### config.mk
export PLATFORM = sky130hd
export DESIGN_NAME = hdlc_channel_event_mask_rx_state
export DESIGN_NICKNAME = d
export VERILOG_FILES = /design/src/logic/hdlc_chan_pkg.sv /design/src/logic/hdlc_channel_event_mask_rx_state.sv
export VERILOG_INCLUDE_DIRS = /design/src /design/src/logic
export SDC_FILE = /design/constraint.sdc
export NUM_CORES = 2
export LEC_CHECK = 0
export BUFFER_PORTS_ARGS = -buffer_cell sky130_fd_sc_hd__clkbuf_2
export CAP_MARGIN = 20
export CORE_MARGIN = 1
export CORE_UTILIZATION = 40
export CTS_BUF_LIST = sky130_fd_sc_hd__clkbuf_8
export DETAILED_ROUTE_END_ITERATION = 12
export PLACE_DENSITY = 0.52
export SLEW_MARGIN = 10
export SYNTH_ARGS = -nofsm -noshare
export SYNTH_HDL_FRONTEND = slang
export SYNTH_SLANG_ARGS = --single-unit
### constraint.sdc
create_clock -name hclk -period 5.9 [get_ports hclk]
set_input_delay 0.295 -clock hclk [delete_from_list [all_inputs] [get_ports hclk]]
set_output_delay 0.295 -clock hclk [all_outputs]
set_load 0.01 [all_outputs]
### src/logic/hdlc_chan_regs.svh
// Register offsets, field positions and reset values of the channel parameter bank
`ifndef HDLC_CHAN_REGS_SVH
`define HDLC_CHAN_REGS_SVH

// Per-channel pair: byte address = channel * 8 + register offset * 4
`define CHAN_REGION_TOP   4'h0
`define EVENT_ENABLE_OFS  1'b0
`define RX_STATE_OFS      1'b1

// Shared interrupt registers
`define IRQ_STATUS_ADDR   12'h100
`define IRQ_CLEAR_ADDR    12'h104
`define IRQ_ENABLE_ADDR   12'h108

// Event positions, bit 0 being the least significant bit
`define EV_LINE_ACTIVE    13
`define EV_QUIET_LINE     12
`define EV_OVERSIZE_FRAME 5
`define EV_TX_STARVED     4
`define EV_RX_FRAME       3
`define EV_NO_BUFFER      2
`define EV_TX_BUFFER      1
`define EV_RX_BUFFER      0
`define EV_DEFINED_MASK   16'h303f
`define EV_ENABLE_RESET   16'h0000

// Interrupt table entry
`define ENTRY_VALID_BIT   15
`define ENTRY_WRAP_BIT    14
`define ENTRY_CHAN_LSB    6

// Receive state word high byte
`define RX_FIXED_ONE_BIT  29
`define RX_BIG_ENDIAN_BIT 28
`define RX_CODE_MSB       27
`define RX_CODE_LSB       24
`define RX_SPACE_MSB      26
`define RX_INIT_FUNC_CODE 32'h3900_0000
`define RX_INIT_ADDR_TYPE 32'h3100_0000

// Sticky status bits
`define IST_ENTRY         0
`define IST_SUPPRESSED    1
`define IST_WIDTH         2

`endif

### src/logic/hdlc_chan_pkg.sv
// Types shared by the channel parameter bank
package hdlc_chan_pkg;
  typedef enum logic [0:0] {
    VARIANT_FUNC_CODE = 1'b0,
    VARIANT_ADDR_TYPE = 1'b1
  } rx_variant_e;
  typedef logic [15:0] event_word_t;
  typedef logic [31:0] rx_state_t;
  typedef logic [4:0]  chan_num_t;
endpackage

### src/logic/hdlc_channel_event_mask_rx_state.sv
// Per-channel event enable and receive state bank of a multichannel HDLC controller
//
// Overview of operation
// - Each event owns a fixed enable bit
// - Disabled event: no request, no table entry
// - Enabled event: request raised and entry written
// - Entry holds valid, wrap, channel, event flags
// - High byte gives qualifier, endianness; fixed bits
// - Endianness bit: 0 little, 1 big
// - Function-code variant: four-bit code bits 4-7
// - Address-type variant: bit 4 zero, type 5-7
// - Bit 0 is most significant; positions mirrored
`timescale 1ns/1ps
`include "hdlc_chan_regs.svh"

module hdlc_channel_event_mask_rx_state #(
  parameter int                         NUM_CHANNELS = 32,
  parameter hdlc_chan_pkg::rx_variant_e VARIANT      = hdlc_chan_pkg::VARIANT_FUNC_CODE
) (
  input  wire logic                       hclk,
  input  wire logic                       hresetn,
  input  wire logic                       hsel,
  input  wire logic [31:0]                haddr,
  input  wire logic [1:0]                 htrans,
  input  wire logic                       hwrite,
  input  wire logic [2:0]                 hsize,
  input  wire logic [31:0]                hwdata,
  input  wire logic                       hready,
  output logic      [31:0]                hrdata,
  output logic                            hreadyout,
  output logic                            hresp,
  input  wire logic                       ev_strobe,
  input  wire hdlc_chan_pkg::chan_num_t   ev_chan,
  input  wire hdlc_chan_pkg::event_word_t ev_flags,
  input  wire logic                       ev_wrap,
  output logic                            entry_strobe,
  output hdlc_chan_pkg::event_word_t      entry_word,
  output hdlc_chan_pkg::event_word_t      event_req,
  output logic                            irq,
  input  wire hdlc_chan_pkg::chan_num_t   dma_chan,
  output logic                            rx_big_endian,
  output logic      [3:0]                 rx_cycle_class,
  output logic      [2:0]                 rx_bus_space
);
  import hdlc_chan_pkg::*;

  if (NUM_CHANNELS < 1 || NUM_CHANNELS > 32) begin : g_bad_channels
    $error("NUM_CHANNELS must lie between 1 and 32");
  end

  // Guards the header: the stored mask must cover exactly the eight event positions
  localparam logic [15:0] EV_POS_OR = 16'(
    (1 << `EV_LINE_ACTIVE) | (1 << `EV_QUIET_LINE) | (1 << `EV_OVERSIZE_FRAME) | (1 << `EV_TX_STARVED) |
    (1 << `EV_RX_FRAME) | (1 << `EV_NO_BUFFER) | (1 << `EV_TX_BUFFER) | (1 << `EV_RX_BUFFER));
  if (EV_POS_OR != `EV_DEFINED_MASK) begin : g_bad_mask
    $error("Event mask does not match the event positions");
  end

  // Sticky bits are wired below as two literal lanes
  if (`IST_WIDTH != 2) begin : g_bad_status
    $error("Status layout expects two sticky bits");
  end

  localparam logic [5:0]  CH_LIMIT  = 6'(NUM_CHANNELS);
  localparam logic        AT_MODE   = (VARIANT == VARIANT_ADDR_TYPE);
  localparam rx_state_t   RX_RESET  = AT_MODE ? `RX_INIT_ADDR_TYPE : `RX_INIT_FUNC_CODE;
  localparam logic [2:0]  SIZE_WORD = 3'h2;

  event_word_t ev_en [NUM_CHANNELS];
  rx_state_t   rx_st [NUM_CHANNELS];
  logic [`IST_WIDTH-1:0] irq_status;
  logic [`IST_WIDTH-1:0] irq_en;
  logic        dp_write;
  logic [11:0] dp_addr;

  // Address phase
  wire logic addr_ok  = hsel & hready & htrans[1];
  wire logic rd_take  = addr_ok & ~hwrite;
  // Narrow writes are ignored: every register is one whole word
  wire logic wr_take  = addr_ok & hwrite & (hsize == SIZE_WORD);

  // Write address kept for the data phase, when hwdata arrives
  wire logic [11:0] next_dp_addr = wr_take ? haddr[11:0] : dp_addr;

  always_ff @(posedge hclk or negedge hresetn) begin
    if (!hresetn) begin
      dp_write <= 1'b0;
    end else begin
      dp_write <= wr_take;
    end
  end

  always_ff @(posedge hclk or negedge hresetn) begin
    if (!hresetn) begin
      dp_addr <= 12'h000;
    end else begin
      dp_addr <= next_dp_addr;
    end
  end

  // Zero wait states, always OKAY
  // Kept as flops so every output leaves a register
  always_ff @(posedge hclk or negedge hresetn) begin
    if (!hresetn) begin
      hreadyout <= 1'b1;
    end else begin
      hreadyout <= 1'b1;
    end
  end

  always_ff @(posedge hclk or negedge hresetn) begin
    if (!hresetn) begin
      hresp <= 1'b0;
    end else begin
      hresp <= 1'b0;
    end
  end

  // Write decode in the data phase
  wire chan_num_t wr_ch      = dp_addr[7:3];
  wire logic      wr_in_chan = (dp_addr[11:8] == `CHAN_REGION_TOP) && ({1'b0, wr_ch} < CH_LIMIT);
  wire logic      wr_en_hit  = dp_write & wr_in_chan & (dp_addr[2] == `EVENT_ENABLE_OFS);
  wire logic      wr_rx_hit  = dp_write & wr_in_chan & (dp_addr[2] == `RX_STATE_OFS);
  wire logic      wr_clr_hit = dp_write & (dp_addr == `IRQ_CLEAR_ADDR);
  wire logic      wr_ien_hit = dp_write & (dp_addr == `IRQ_ENABLE_ADDR);

  // Undefined positions are stored as zero, whatever software sends
  wire event_word_t next_ev_en = hwdata[15:0] & `EV_DEFINED_MASK;

  // Fixed bits of the high byte are forced, so a careless load cannot break them
  wire rx_state_t next_rx_st = {
    2'b00,
    1'b1,
    hwdata[`RX_BIG_ENDIAN_BIT],
    AT_MODE ? 1'b0 : hwdata[`RX_CODE_MSB],
    hwdata[`RX_SPACE_MSB:0]
  };

  // One register pair per channel; the decode above is shared by all of them
  for (genvar c = 0; c < NUM_CHANNELS; c++) begin : g_chan
    wire logic this_ch = (wr_ch == 5'(c));
    wire logic en_here = wr_en_hit & this_ch;
    wire logic rx_here = wr_rx_hit & this_ch;

    always_ff @(posedge hclk or negedge hresetn) begin
      if (!hresetn) begin
        ev_en[c] <= `EV_ENABLE_RESET;
      end else if (en_here) begin
        ev_en[c] <= next_ev_en;
      end
    end

    always_ff @(posedge hclk or negedge hresetn) begin
      if (!hresetn) begin
        rx_st[c] <= RX_RESET;
      end else if (rx_here) begin
        rx_st[c] <= next_rx_st;
      end
    end
  end

  // Read decode in the address phase; data stands in the data phase
  wire chan_num_t rd_ch      = haddr[7:3];
  wire logic      rd_in_chan = (haddr[11:8] == `CHAN_REGION_TOP) && ({1'b0, rd_ch} < CH_LIMIT);
  wire rx_state_t rd_chan_w  = (haddr[2] == `RX_STATE_OFS) ? rx_st[rd_ch] : {16'h0000, ev_en[rd_ch]};
  wire logic      rd_status  = (haddr[11:0] == `IRQ_STATUS_ADDR);
  wire logic      rd_ienable = (haddr[11:0] == `IRQ_ENABLE_ADDR);
  wire logic [31:0] rd_status_w  = {30'h0000_0000, irq_status};
  wire logic [31:0] rd_ienable_w = {30'h0000_0000, irq_en};
  wire logic [31:0] rd_word  =
    rd_in_chan ? rd_chan_w :
    rd_status  ? rd_status_w :
    rd_ienable ? rd_ienable_w :
    32'h0000_0000;
  // Data stands only in its own data phase; an idle bus reads zero
  wire logic [31:0] next_hrdata = rd_take ? rd_word : 32'h0000_0000;

  always_ff @(posedge hclk or negedge hresetn) begin
    if (!hresetn) begin
      hrdata <= 32'h0000_0000;
    end else begin
      hrdata <= next_hrdata;
    end
  end

  // Event path: one AND per event of the addressed channel
  wire logic        ev_ch_ok  = ({1'b0, ev_chan} < CH_LIMIT);
  wire event_word_t ev_sel_en = ev_ch_ok ? ev_en[ev_chan] : 16'h0000;
  wire event_word_t ev_defd   = ev_flags & `EV_DEFINED_MASK;
  wire event_word_t ev_pass   = ev_defd & ev_sel_en;
  wire event_word_t ev_block  = ev_defd & ~ev_sel_en;
  wire logic        ev_any    = ev_strobe & (|ev_pass);
  wire logic        ev_supp   = ev_strobe & (|ev_block);

  // Entry layout, least significant bit first: events 5:0, channel 10:6, reserved 11, events 13:12, wrap, valid
  wire event_word_t next_entry = {
    1'b1,
    ev_wrap,
    ev_pass[`EV_LINE_ACTIVE:`EV_QUIET_LINE],
    1'b0,
    ev_chan,
    ev_pass[`EV_OVERSIZE_FRAME:`EV_RX_BUFFER]
  };

  // Entry and request leave on one edge, so the table never disagrees with the requests
  wire logic        next_entry_strobe = ev_any;
  wire event_word_t next_entry_word   = ev_any ? next_entry : 16'h0000;
  wire event_word_t next_event_req    = ev_strobe ? ev_pass : 16'h0000;

  always_ff @(posedge hclk or negedge hresetn) begin
    if (!hresetn) begin
      entry_strobe <= 1'b0;
    end else begin
      entry_strobe <= next_entry_strobe;
    end
  end

  always_ff @(posedge hclk or negedge hresetn) begin
    if (!hresetn) begin
      entry_word <= 16'h0000;
    end else begin
      entry_word <= next_entry_word;
    end
  end

  always_ff @(posedge hclk or negedge hresetn) begin
    if (!hresetn) begin
      event_req <= 16'h0000;
    end else begin
      event_req <= next_event_req;
    end
  end

  // Sticky status: a set in the clearing cycle survives
  wire logic [`IST_WIDTH-1:0] ist_set  = {ev_supp, ev_any};
  wire logic [`IST_WIDTH-1:0] ist_clr  = wr_clr_hit ? hwdata[`IST_WIDTH-1:0] : 2'b00;
  wire logic [`IST_WIDTH-1:0] next_ist = (irq_status & ~ist_clr) | ist_set;
  wire logic [`IST_WIDTH-1:0] next_ien = wr_ien_hit ? hwdata[`IST_WIDTH-1:0] : irq_en;

  // Registered from the next values so irq moves on the same edge as status
  wire logic next_irq = |(next_ist & next_ien);

  always_ff @(posedge hclk or negedge hresetn) begin
    if (!hresetn) begin
      irq_status <= 2'b00;
    end else begin
      irq_status <= next_ist;
    end
  end

  always_ff @(posedge hclk or negedge hresetn) begin
    if (!hresetn) begin
      irq_en <= 2'b00;
    end else begin
      irq_en <= next_ien;
    end
  end

  always_ff @(posedge hclk or negedge hresetn) begin
    if (!hresetn) begin
      irq <= 1'b0;
    end else begin
      irq <= next_irq;
    end
  end

  // Receive DMA qualifier of the channel the DMA engine is serving
  wire logic      dma_ch_ok = ({1'b0, dma_chan} < CH_LIMIT);
  wire rx_state_t dma_st    = dma_ch_ok ? rx_st[dma_chan] : RX_RESET;

  // Unused qualifier field reads zero in each variant
  wire logic       next_big_endian  = dma_st[`RX_BIG_ENDIAN_BIT];
  wire logic [3:0] next_cycle_class = AT_MODE ? 4'h0 : dma_st[`RX_CODE_MSB:`RX_CODE_LSB];
  wire logic [2:0] next_bus_space   = AT_MODE ? dma_st[`RX_SPACE_MSB:`RX_CODE_LSB] : 3'h0;

  always_ff @(posedge hclk or negedge hresetn) begin
    if (!hresetn) begin
      rx_big_endian <= 1'b0;
    end else begin
      rx_big_endian <= next_big_endian;
    end
  end

  always_ff @(posedge hclk or negedge hresetn) begin
    if (!hresetn) begin
      rx_cycle_class <= 4'h0;
    end else begin
      rx_cycle_class <= next_cycle_class;
    end
  end

  always_ff @(posedge hclk or negedge hresetn) begin
    if (!hresetn) begin
      rx_bus_space <= 3'h0;
    end else begin
      rx_bus_space <= next_bus_space;
    end
  end
endmodule

==> summary.json <==
{
  "pin_count_of_the_biggest_net_entering_global_routing": {"value": 159},
  "core_region_area": {"value": 0.150, "unit": "sq mm"},
  "grt_antenna_before_repair": {"value": 2},
  "worst_slack": {"value": 1760, "unit": "ps"},
  "gp_routability_congestion": {"value": 0.814},
  "clock_tree_from_tritoncts": {"value": "done"},
  "worst_clock_skew": {"value": 37.3, "unit": "ps"},
  "hold_class": {"value": "primary input to flip-flop"},
  "postRouteAntennaNets": {"value": 0},
  "post_synth_main_area_contributors": {"value": "dfrtp_1 48%, mux2_2 22%, mux4_2 15%, dfstp_2 4.2%, mux2i_1 2.1%"},
  "max-slew-margin-rel": {"value": 27.7, "unit": "%"},
  "timing.critical_path.slowest_stage_cell": {"value": "nor4_1"},
  "grt_first_pass_wirelength": {"value": 257000, "unit": "microns"},
  "setup_viol": {"value": 0},
  "clock_insertion_delay_worst_skew": {"value": 950, "unit": "ps"},
  "outcome": {"value": "complete, but fails checks"},
  "rsz0062_at_grt": {"value": "no"},
  "place_worst_setup_slack": {"value": 2010, "unit": "ps"},
  "drc": {"value": 6},
  "clock_input_transition_at_the_sequential_cells_of_the_worst_setup_and_hold_paths": {"value": 50, "unit": "ps"},
  "setup_tns": {"value": 0, "unit": "ps"},
  "ir_drop": {"value": 0.195, "unit": "mV"},
  "num_vias": {"value": 35118},
  "nets": {"value": 4065},
  "grt_overflow": {"value": 0},
  "avgRoutedWirePerCell": {"value": 28.0, "unit": "microns"},
  "yosys.area.top_type_share": {"value": 48.3, "unit": "%"},
  "routed_wl": {"value": 172000, "unit": "microns"},
  "cts_root_buffer": {"value": "clkbuf_8"},
  "drv_cap": {"value": 0},
  "yosys_most_used_dff": {"value": "dfrtp_1"},
  "detailedRoute.firstPassIterationCount": {"value": 9},
  "hpwl": {"value": 96300, "unit": "microns"},
  "timing_max_transition_violations_final": {"value": 0},
  "synth-seq-cells": {"value": 1260},
  "fp.dieW": {"value": 390, "unit": "microns"},
  "min_period_over_period": {"value": 70.1, "unit": "%"},
  "numCtsBuffers": {"value": 221},
  "post-route-min-period": {"value": 4140, "unit": "ps"},
  "synthToLayoutAreaGrowth": {"value": 11.7, "unit": "%"},
  "mostFrequentLayoutCells": {"value": "1200 x mux2_2, 1164 x dfrtp_1, 412 x mux4_2"},
  "h-tree-depth": {"value": 4},
  "starting_utilization_of_the_core_area": {"value": 40.3, "unit": "%"},
  "gr-usage-all-layers": {"value": 23.0, "unit": "%"},
  "post_synth_inst_count": {"value": 3868},
  "clockBufferDepth": {"value": 3},
  "worst_ep_required_time": {"value": 6720, "unit": "ps"},
  "synth_top_area_cell": {"value": "dfrtp_1"},
  "endpoint_kind": {"value": "flip-flop"},
  "grt_pass1_vias": {"value": 36770},
  "drt_iter0_drc": {"value": 2170},
  "netlist_area": {"value": 0.0603, "unit": "sq mm"},
  "layout-drive-gt1-share": {"value": 54.8, "unit": "%"},
  "synth_seq_area_share": {"value": 52.5, "unit": "%"},
  "place.port_buffers": {"value": 129},
  "clock.fmax": {"value": 242, "unit": "MHz"},
  "cts_resized": {"value": 0},
  "timing.critical_path.cells": {"value": "dlygate4sd3_1 > buf_4 > buf_4 > mux2i_1 > a22oi_1 > a21oi_1 > nor4_1 > o22ai_1 > nor4_1 > a31oi_1 > dlygate4sd3_1 > a32o_1"},
  "drt-vias-per-instance": {"value": 5.70},
  "timing.critical_path.slowest_cell_delay": {"value": 890, "unit": "ps"},
  "start_kind": {"value": "primary input"},
  "io_pins": {"value": 178},
  "violated_checks": {"value": "design-rule violations"},
  "finalHoldViolCount": {"value": 0},
  "synth_edf_count": {"value": 0},
  "final_common_cell": {"value": "mux2_2"},
  "postSynth.asyncResetShare": {"value": 100, "unit": "%"},
  "die-area": {"value": 0.152, "unit": "sq mm"},
  "crit_fanout": {"value": 43},
  "die_h": {"value": 390, "unit": "microns"},
  "clkSinkCount": {"value": 1260},
  "whs": {"value": 70.2, "unit": "ps"},
  "p_leak": {"value": 29.2, "unit": "nW"},
  "synth_cell_types": {"value": 49},
  "synthesis.yosys.warnings": {"value": 0},
  "max_slew.worst_pin.slew": {"value": 1080, "unit": "ps"},
  "power_density": {"value": 279, "unit": "mW/mm^2"},
  "num_rows": {"value": 142},
  "total_power": {"value": 18.8, "unit": "mW"},
  "data_arrival_time_of_the_critical_path": {"value": 4950, "unit": "ps"},
  "worstSetupPathType": {"value": "primary input to flip-flop"},
  "avgSynthCellArea": {"value": 15.6, "unit": "sq um"}
}
-- registers in the layout (all words and copies together), names as in the netlist --
name and count:
dp_addr 12, dp_write 1, entry_strobe 1, entry_word 14
ev_en 256, event_req 8, hrdata 30, irq 1
irq_en 2, irq_status 2, rx_big_endian 1, rx_cycle_class 4
rx_st 928
-- worst paths after layout --
path | start | end | slack [ps] | depth (start not counted)
worst max-delay path | ev_chan[2] | irq | 1760 | 12
worst min-delay path | hwdata[0] | irq_status[0] | 70 | 5
worst max register to register | dp_addr[9] | rx_st[57] | 2070 | 7
worst min register to register | dp_addr[10] | dp_addr[10] | 480 | 2
max in group asynchronous | hresetn | rx_st[950] | 4820 | 3
min in group asynchronous | hresetn | ev_en[259] | 180 | 3
-- critical path: cells and delay by family --
kind	cells	cell delay, ps
buffers and inverters	4	2310
AND/OR/NAND/NOR	2	1190
AO/OA/AOI/OAI	5	910
multiplexers	1	150
-- synthesized netlist by cell type (all sizes together), types with 3 or more instances --
| library cell | n |
|---|---|
| a32oi | 5 |
| and3 | 17 |
| nor3 | 6 |
| nand2b | 11 |
| mux4 | 412 |
| and2 | 3 |
| nor2b | 35 |
| buf | 203 |
| o21ai | 8 |
| a221oi | 4 |
| o21a | 6 |
| dfrtp | 1164 |
| nand2 | 108 |
| a31oi | 7 |
| a21oi | 55 |
| clkbuf | 186 |
| nand3 | 13 |
| o22ai | 8 |
| nor4 | 13 |
| mux2 | 1200 |
| or3 | 3 |
| nor2 | 53 |
| nand4b | 5 |
| dfstp | 96 |
| a22oi | 49 |
| inv | 18 |
| a2111oi | 3 |
| mux2i | 125 |
| a211oi | 37 |
-- logic make-up (layout without fill, tap and decap cells) --
logic type / Yosys count / count (layout) / synth area share [%]
flops: 1260 / 1260 / 52.5
buf+inv: 408 / 664 / 3.25
other cells: 2 / 18 / 0.0125
mux: 1737 / 1737 / 39.9
simple gates: 275 / 275 / 2.25
compound gates: 186 / 186 / 2.06
-- per-stage QoR --
step | instances | util (%) | area (sq um)
after floorplan | 3882 | - | 60300
after global placement | 5718 | 41.8 | 62600
after detailed placement | 5721 | 41.9 | 62600
after CTS | 6154 | 45.0 | 67300
after global routing | 6155 | 45.0 | 67300
final | 6156 | 45.0 | 67300
-- power breakdown --
part	leakage, nW	switching [mW]	internal, mW
sequential	15.5	0.199	8.99
combinational	11.1	0.915	0.825
clock	2.60	3.72	4.13
-- cell type report --
| class | count | area (sq um) |
|---|---|---|
| fillers | 13534 | 82300 |
| clock buffers | 267 | 3670 |
| flip-flops and latches | 1260 | 31700 |
| inverters | 19 | 71.3 |
| multi-input cells | 2214 | 26900 |
| clock inverters | 131 | 639 |
| well taps | 2016 | 2520 |
| diodes | 2 | 5.00 |
| repair buffers | 247 | 1870 |
-- repair_timing --
item                      4_1_cts  5_1_grt
hold buffers                   35        0
buffers inserted                0        0
hold endpoints to repair      206        0
-- routing by layer --
layer  track usage [%]  part of all wire [%]
met4              6.62                   2.5
met3              3.73                   4.4
met2              36.5                    48
met1              32.6                    45
met5                 0                     0
No activity file was read; power rests on OpenSTA's default activity.
